### src/shared/agsc_defines.svh
/*
  Offsets, field positions, reset values and frame counts of the serial
  gain-control port. Assumes nothing; definitions only.
*/
`ifndef AGSC_DEFINES_SVH
`define AGSC_DEFINES_SVH

`define AGSC_ADDR_REVISION   2'h0
`define AGSC_ADDR_PART       2'h1
`define AGSC_ADDR_POWER      2'h2
`define AGSC_ADDR_GAIN       2'h3
// Identification values are arbitrary
`define AGSC_REVISION_VALUE  8'hA5
`define AGSC_PART_VALUE      8'h5A
`define AGSC_POWER_RESET     8'h00
`define AGSC_GAIN_RESET      8'h50
`define AGSC_SHUTDOWN_BIT    2
`define AGSC_GAIN_MASK       8'h7F
`define AGSC_GAIN_MAX        7'h50
`define AGSC_FRAME_BITS      5'h10
`define AGSC_BYTE_BITS       5'h08
`define AGSC_RW_BIT          15
`define AGSC_ADDR_MSB        13
`define AGSC_ADDR_LSB        8

`endif

### src/shared/agsc_pkg.sv
/*
  Types of the serial gain-control port.
  Assumes agsc_defines.svh is on the include path.
*/
`default_nettype none
package agsc_pkg;

  typedef struct packed {
    logic serial_in;
    logic serial_clk;
    logic chip_select_n_pin;
  } agsc_link_s;

  typedef struct packed {
    logic [3:0] gain_bits;
    logic       shutdown_pin;
  } agsc_par_s;

  typedef enum logic [1:0] {
    AGSC_IDLE  = 2'b00,
    AGSC_SHIFT = 2'b01,
    AGSC_DONE  = 2'b10
  } agsc_state_e;

endpackage : agsc_pkg

`default_nettype wire

### src/rtl/agsc_regfile.sv
/*
  Four-entry register store with registered read data.
  Assumes one clock domain and a synchronous active-high reset.
*/
`timescale 1ns/10ps
`default_nettype none
`include "agsc_defines.svh"

module agsc_regfile (
  input  wire logic       clock,
  input  wire logic       sys_rst,
  input  wire logic       wr_en,
  input  wire logic [1:0] wr_addr,
  input  wire logic [7:0] wr_data,
  input  wire logic [1:0] rd_addr,
  output var  logic [7:0] rd_data,
  output var  logic [7:0] power_q,
  output var  logic [7:0] gain_q
);
  import agsc_pkg::*;

  typedef struct packed {
    logic [7:0] power_control;
    logic [7:0] gain_attenuation;
    logic [7:0] rd_data;
  } agsc_rf_s;

  agsc_rf_s st_ff;
  agsc_rf_s nxt_st;

  always_comb begin
    nxt_st = st_ff;
    if (wr_en && wr_addr == `AGSC_ADDR_POWER) begin
      nxt_st.power_control = wr_data;
    end else if (wr_en && wr_addr == `AGSC_ADDR_GAIN) begin
      nxt_st.gain_attenuation = wr_data;
    end
    if (rd_addr == `AGSC_ADDR_REVISION) begin
      nxt_st.rd_data = `AGSC_REVISION_VALUE;
    end else if (rd_addr == `AGSC_ADDR_PART) begin
      nxt_st.rd_data = `AGSC_PART_VALUE;
    end else if (rd_addr == `AGSC_ADDR_POWER) begin
      nxt_st.rd_data = st_ff.power_control;
    end else begin
      nxt_st.rd_data = st_ff.gain_attenuation;
    end
  end

  always_ff @(posedge clock) begin
    if (sys_rst) begin
      st_ff <= '{`AGSC_POWER_RESET, `AGSC_GAIN_RESET, 8'h00};
    end else begin
      st_ff <= nxt_st;
    end
  end

  assign rd_data = st_ff.rd_data;
  assign power_q = st_ff.power_control;
  assign gain_q  = st_ff.gain_attenuation;
endmodule : agsc_regfile

`default_nettype wire

### src/rtl/agsc_serial_port.sv
/*
  Serial control port of a programmable-gain amplifier: 16-bit frames,
  register access, gain and shutdown outputs.
  Assumes the link pins and mode pin are asynchronous to clock and that
  the serial clock is far slower than clock (bench period 160 ns).
*/
// How it works
// Serial port works only with mode pin high.
// Enable inputs ignored in serial mode.
// Input bits sampled on serial clock rise.
// Output bits launched on serial clock fall.
// Host may park serial clock low.
// Select falling restarts bit count at zero.
// Early deselect: no address capture, no write; after eight bits the read pointer already holds the frame address.
// Select rise latches address, writes register.
// Each frame holds exactly sixteen bits.
// Output driven only while selected.
// Addressed register shifted out, second byte.
// Address pointer resets to zero.
// Read bit one reads, zero writes.
// Host sends reserved bit as zero.
// Read frames change no register.
// Power bit 2 is shutdown; zero on.
// Gain low seven bits, counts 0..80; register values above 80 pass to the gain output unclamped.
// Shutdown keeps last gain setting.
// Mode low: shared pins are gain bits.
// Serial mode ignores shutdown pin.
// Most significant bit first, command then data.
// Identification registers ignore writes.
`timescale 1ns/10ps
`default_nettype none
`include "agsc_defines.svh"

module agsc_serial_port (
  input  wire logic               clock,
  input  wire logic               sys_rst,
  input  wire logic               mode_serial_pin,
  input  wire agsc_pkg::agsc_link_s link_in,
  input  wire agsc_pkg::agsc_par_s  par_in,
  input  wire logic [1:0]         enable_pins,
  output var  logic               serial_out,
  output var  logic               serial_out_oe,
  output var  logic [6:0]         gain_setting,
  output var  logic               amp_shutdown,
  output var  logic               serial_active
);
  import agsc_pkg::*;

  typedef struct packed {
    logic [1:0]  mode_sync;
    logic [1:0]  clk_sync;
    logic [1:0]  cs_sync;
    logic [1:0]  din_sync;
    logic [9:0]  par_sync1;
    logic [9:0]  par_sync2;
    logic        clk_prev;
    logic        cs_prev;
    agsc_state_e state;
    logic [4:0]  bit_cnt;
    logic [15:0] shift_in;
    logic [1:0]  addr_ptr;
    logic [7:0]  shift_out;
    logic        dout;
    logic        dout_oe;
    logic [6:0]  gain;
    logic        shutdown;
    logic        active;
  } agsc_top_s;

  agsc_top_s  st_ff;
  agsc_top_s  nxt_st;
  logic       wr_en;
  logic [1:0] wr_addr;
  logic [7:0] wr_data;
  logic [7:0] rd_data;
  logic [7:0] power_q;
  logic [7:0] gain_q;

  function automatic logic [1:0] frame_addr(input logic [15:0] f);
    frame_addr = f[`AGSC_ADDR_LSB+1:`AGSC_ADDR_LSB];
  endfunction : frame_addr

  function automatic logic frame_complete(input logic [4:0] cnt);
    frame_complete = (cnt == `AGSC_FRAME_BITS);
  endfunction : frame_complete

  logic serial_mode;
  logic clk_rise;
  logic clk_fall;
  logic cs_fall;
  logic cs_rise;
  logic cs_low;
  logic [6:0] par_gain;

  always_comb begin
    serial_mode = st_ff.mode_sync[1];
    cs_low      = !st_ff.cs_sync[1] && serial_mode;
    clk_rise    = st_ff.clk_sync[1] && !st_ff.clk_prev;
    clk_fall    = !st_ff.clk_sync[1] && st_ff.clk_prev;
    cs_fall     = !st_ff.cs_sync[1] && st_ff.cs_prev;
    cs_rise     = st_ff.cs_sync[1] && !st_ff.cs_prev;
    // Parallel mode: four pins give 2 dB steps (8 counts per step)
    par_gain    = {st_ff.par_sync2[9:6], 3'b000};
    nxt_st = st_ff;
    wr_en   = 1'b0;
    wr_addr = frame_addr(st_ff.shift_in);
    wr_data = st_ff.shift_in[7:0];
    nxt_st.mode_sync = {st_ff.mode_sync[0], mode_serial_pin};
    nxt_st.clk_sync  = {st_ff.clk_sync[0], link_in.serial_clk};
    nxt_st.cs_sync   = {st_ff.cs_sync[0], link_in.chip_select_n_pin};
    nxt_st.din_sync  = {st_ff.din_sync[0], link_in.serial_in};
    nxt_st.par_sync1 = {par_in.gain_bits, par_in.shutdown_pin, 5'h00};
    nxt_st.par_sync2 = st_ff.par_sync1;
    nxt_st.clk_prev  = st_ff.clk_sync[1];
    nxt_st.cs_prev   = st_ff.cs_sync[1];
    nxt_st.active    = serial_mode;

    case (st_ff.state)
      AGSC_IDLE: begin
        if (cs_fall && serial_mode) begin
          nxt_st.state   = AGSC_SHIFT;
          nxt_st.bit_cnt = 5'h00;
        end
      end
      AGSC_SHIFT: begin
        if (!serial_mode) begin
          nxt_st.state = AGSC_IDLE;
        end else if (cs_rise) begin
          nxt_st.state = AGSC_IDLE;
          if (frame_complete(st_ff.bit_cnt)) begin
            nxt_st.addr_ptr = frame_addr(st_ff.shift_in);
            wr_en = !st_ff.shift_in[`AGSC_RW_BIT];
          end
        end else if (clk_rise && !frame_complete(st_ff.bit_cnt)) begin
          nxt_st.shift_in = {st_ff.shift_in[14:0], st_ff.din_sync[1]};
          nxt_st.bit_cnt  = st_ff.bit_cnt + 5'h01;
          if (st_ff.bit_cnt == `AGSC_BYTE_BITS - 5'h01) begin
            // Low address bits: last bit held plus the one arriving now
            nxt_st.addr_ptr = {st_ff.shift_in[0], st_ff.din_sync[1]};
          end
        end else if (clk_fall && st_ff.bit_cnt == `AGSC_BYTE_BITS) begin
          nxt_st.shift_out = rd_data;
          nxt_st.dout      = rd_data[7];
          nxt_st.state     = AGSC_DONE;
        end
      end
      AGSC_DONE: begin
        if (!serial_mode) begin
          nxt_st.state = AGSC_IDLE;
        end else if (cs_rise) begin
          nxt_st.state = AGSC_IDLE;
          if (frame_complete(st_ff.bit_cnt)) begin
            nxt_st.addr_ptr = frame_addr(st_ff.shift_in);
            wr_en = !st_ff.shift_in[`AGSC_RW_BIT];
          end
        end else if (clk_rise && !frame_complete(st_ff.bit_cnt)) begin
          nxt_st.shift_in = {st_ff.shift_in[14:0], st_ff.din_sync[1]};
          nxt_st.bit_cnt  = st_ff.bit_cnt + 5'h01;
        end else if (clk_fall && !frame_complete(st_ff.bit_cnt)) begin
          nxt_st.shift_out = {st_ff.shift_out[6:0], 1'b0};
          nxt_st.dout      = st_ff.shift_out[6];
        end
      end
      default: begin
        nxt_st.state = AGSC_IDLE;
      end
    endcase

    nxt_st.dout_oe = cs_low;
    if (!cs_low) begin
      nxt_st.dout = 1'b0;
    end

    if (serial_mode) begin
      // Register bit 7 reserved; gain tracks register even in shutdown
      nxt_st.gain     = gain_q[6:0];
      nxt_st.shutdown = power_q[`AGSC_SHUTDOWN_BIT];
    end else begin
      nxt_st.gain     = par_gain;
      nxt_st.shutdown = st_ff.par_sync2[5];
    end
  end

  always_ff @(posedge clock) begin
    if (sys_rst) begin
      st_ff <= '{
        mode_sync: 2'h0, clk_sync: 2'h0, cs_sync: 2'h3, din_sync: 2'h0,
        par_sync1: 10'h000, par_sync2: 10'h000, clk_prev: 1'b0,
        cs_prev: 1'b1, state: AGSC_IDLE, bit_cnt: 5'h00,
        shift_in: 16'h0000, addr_ptr: 2'h0, shift_out: 8'h00,
        dout: 1'b0, dout_oe: 1'b0, gain: 7'h50, shutdown: 1'b0,
        active: 1'b0};
    end else begin
      st_ff <= nxt_st;
    end
  end

  agsc_regfile u_regs (
    .clock   (clock),
    .sys_rst (sys_rst),
    .wr_en   (wr_en),
    .wr_addr (wr_addr),
    .wr_data (wr_data),
    .rd_addr (st_ff.addr_ptr),
    .rd_data (rd_data),
    .power_q (power_q),
    .gain_q  (gain_q)
  );

  assign serial_out    = st_ff.dout;
  assign serial_out_oe = st_ff.dout_oe;
  assign gain_setting  = st_ff.gain;
  assign amp_shutdown  = st_ff.shutdown;
  assign serial_active = st_ff.active;
endmodule : agsc_serial_port

`default_nettype wire

### config.mk
export PLATFORM = sky130hd
export DESIGN_NAME = agsc_serial_port
export DESIGN_NICKNAME = d
export VERILOG_FILES = /design/src/shared/agsc_pkg.sv /design/src/rtl/agsc_regfile.sv /design/src/rtl/agsc_serial_port.sv
export VERILOG_INCLUDE_DIRS = /design/src /design/src/shared
export SDC_FILE = /design/constraint.sdc
export NUM_CORES = 1
export LEC_CHECK = 0
export BUFFER_PORTS_ARGS = -buffer_cell sky130_fd_sc_hd__buf_2
export CAP_MARGIN = 30
export CORE_MARGIN = 3
export CORE_UTILIZATION = 60
export CTS_CLUSTER_DIAMETER = 50
export DETAILED_ROUTE_END_ITERATION = 10
export PLACE_DENSITY = 0.79
export SYNTH_ARGS = -nofsm -noshare
export SYNTH_HDL_FRONTEND = slang
export SYNTH_SLANG_ARGS = --single-unit
### constraint.sdc
create_clock -name clock -period 4 [get_ports clock]
set_clock_uncertainty 0.05 [all_clocks]
set_input_delay 0 -clock clock [delete_from_list [all_inputs] [get_ports clock]]
set_output_delay 0 -clock clock [all_outputs]
set_load 0.05 [all_outputs]
==> results_dict.tcl <==
set metrics [dict create \
    cts_sinks 87 \
    p_comb_share_pct 6.2 \
    grt_pass1_vias 2249 \
    p_int_mw 1.44 \
    ir_drop_mv 0.329 \
    cts_inserted_buffers 9 \
    arrival_ns 2.68 \
    core_um2 5300 \
    max_freq_ghz 0.408 \
    cts_tree "built" \
    vias 2393 \
    fill_cells 384 \
    grt_max_degree 50 \
    place_congestion 0.800 \
    cp.required_ns 4.23 \
    startpoint_type "flop" \
    ys_warn_count 0 \
    final-hold-violation-count 0 \
    whs_ns 0.183 \
    nets 383 \
    drt-initial-drc-count 112 \
    r2r_start "st_ff[42]" \
    cts_buffer_depth 2 \
    n_antenna_cell 0 \
    power.switching_mw 0.388 \
    ys.flop_type "dfxtp_1" \
    viasPerCell 5.45 \
    post-route-util_pct 72.7 \
    status "finished clean" \
    period_needed_ns 2.45 \
    maxCapViolCount 0 \
    min_from "sys_rst" \
    mostFrequentLayoutCell "dfxtp_1" \
    finalInstanceArea_um2 3860 \
    p_leak_nw 1.41 \
    drc 0 \
    cp-end-kind "flop" \
    hold_path_depth 2 \
    syn_to_final_growth_pct 13.2 \
    regToRegEndpoint "st_ff[40]" \
    wl_per_cell_um 14.3 \
    holdPathEnd "st_ff[35]" \
    antenna_found_initial 0 \
    synth_edf_count 0 \
    pin_count 24 \
    cts_max_level 3 \
    max_slew_margin_pct 43.3 \
    synth_nets 363 \
    antenna_left 0 \
    synth_area_per_cell_um2 9.90 \
    cts_setup_buffers 0 \
    crit_type "flop to flop" \
    track_usage_pct 21.4 \
    p_sw_share_pct 21.3 \
    clk_pin_slew_ns 0.09 \
    syn_inst 344 \
    layout_common_cells "dfxtp_1, mux2i_1, nor2_1" \
    async_reset_ff_share_pct 0 \
    hold_class "primary input to flop" \
    synth_seq_cells 87 \
    port_buffers 21 \
    placed_cell_area_um2 3490 \
    rrSetupSlack_ns 1.55 \
    die_h_um 81.4 \
    grt_pass1_wl_mm 10.7 \
    routed_wl_mm 6.26 \
    slew_violations 0 \
    setup_viol 0 \
    rows 26 \
    dp_hpwl_mm 4.01 \
    drive_gt1_share_pct 14.4 \
    r2r.worst_path.cells 7 \
    p_per_area_nw_per_um2 473 \
    gr-total-overflow 0 \
    initial_core_util_pct 64.3 \
    setup_tns_ns 0 \
    critPathMaxFanout 14 \
    synth_area_um2 3410 \
    design.die.area_um2 6620 \
    ys_types 46 \
    p_seq_share_pct 49.5 \
    p_clk_share_pct 44.2 \
    firstDrtPassIters 5 \
    fin_crit_sh_pct 61.3 \
    clock_latency_ns 0.35 \
    rsz0062_at_grt "false" \
    die_x_um 81.4 \
    tightest_slew_ns 0.850 \
    ys_seq_area_share_pct 51.1 \
    clockRootBuffer "clkbuf_8" \
]
[state kept, by name, summed over array words and instances (netlist names)]
name and flops:
nxt_st 12, serial_active 1, serial_out_oe 1, u_regs.power_q 8
gain_setting 7, serial_out 1, st_ff 36, u_regs.gain_q 8
amp_shutdown 1, par_gain 4, u_regs.rd_data 8
[area by class of cell]
type | count | area, um^2 | share of cell area, %
clock buffers | 10 | 138 | 3.57
clock inverters | 6 | 140 | 3.63
inverters | 9 | 33.8 | 0.876
well taps | 70 | 87.6 | 2.27
flip-flops and latches | 87 | 1740 | 45.2
multi-input cells | 224 | 1500 | 38.9
repair buffers | 33 | 218 | 5.64
[per-layer routing]
layer  vias up  routed length, um  track usage, %
met4         0                 77            7.60
met1      1128               2910            27.0
li1       1213                  -               -
met5         -                  0               0
met3         7                260            5.99
met2        45               3020            34.9
[critical path, stage by stage, from the launching register on]
cell     delay (ns)
dfxtp_1        0.36
inv_1          0.09
ha_1           0.44
nor2_2         0.33
a41oi_1        0.09
or3_4          0.41
or4_1          0.48
a21oi_1        0.13
[metrics by stage]
step / setup slack, ns / cells / power, mW
after global placement: 1.60 / 414 / 1.03
after global routing: 1.38 / 439 / 1.90
after floorplan: 1.94 / 344 / 1.01
after CTS: 1.52 / 439 / 1.84
after detailed placement: 1.54 / 414 / 1.03
final: 1.55 / 439 / 1.82
[cell usage after synthesis, drive strengths merged (4+ instances only)]
master | n | share of area (%)
and2 | 5 | 0.92
mux2i | 40 | 12
or2 | 4 | 0.73
a211oi | 7 | 1.5
nand2 | 21 | 2.3
dfxtp | 87 | 51
buf | 13 | 2.7
inv | 9 | 0.99
ha | 6 | 2.2
o21bai | 4 | 0.88
clkbuf | 11 | 1.2
nand2b | 5 | 0.92
nor2b | 20 | 3.7
nor2 | 41 | 4.9
nand3 | 9 | 1.3
o21ai | 13 | 1.9
a21oi | 20 | 2.9
[kinds of logic (layout without fill, tap and decap cells)]
| kind of cell | after synthesis | in the layout | share of synthesized area, % |
|---|---|---|---|
| and+or+nand+nor | 122 | 122 | 19.7 |
| DFF | 87 | 87 | 51.1 |
| AOI/OAI and AO/OA | 55 | 55 | 10.0 |
| muxes | 41 | 41 | 12.1 |
| buffers and inverters | 33 | 58 | 4.88 |
| adders and majority gates | 6 | 6 | 2.20 |
[power by group through the flow]
stage	sequential [mW]	combinational (mW)	clock [mW]
2_1_floorplan	0.921	0.0886	0
3_3_place_gp	0.923	0.103	0
3_5_place_dp	0.924	0.107	0
4_1_cts	0.904	0.114	0.823
5_1_grt	0.907	0.129	0.860
6_report	0.904	0.114	0.808
[worst max-delay path by stage]
stage | start | to | slack, ns
2_1_floorplan | st_ff[37] | st_ff[26] | 1.94
3_5_place_dp | st_ff[42] | st_ff[40] | 1.54
3_3_place_gp | st_ff[42] | st_ff[40] | 1.60
6_report | st_ff[42] | st_ff[40] | 1.55
4_1_cts | st_ff[42] | st_ff[40] | 1.52
5_1_grt | st_ff[42] | st_ff[40] | 1.38
[repair_timing]
| action | CTS | global route |
|---|---|---|
| resized for setup | 0 | 0 |
| endpoints found under the setup margin | 0 | 0 |
| hold buffers | 9 | 0 |
| hold endpoints to repair | 9 | 0 |
No activity file was read; power rests on OpenSTA's default activity.
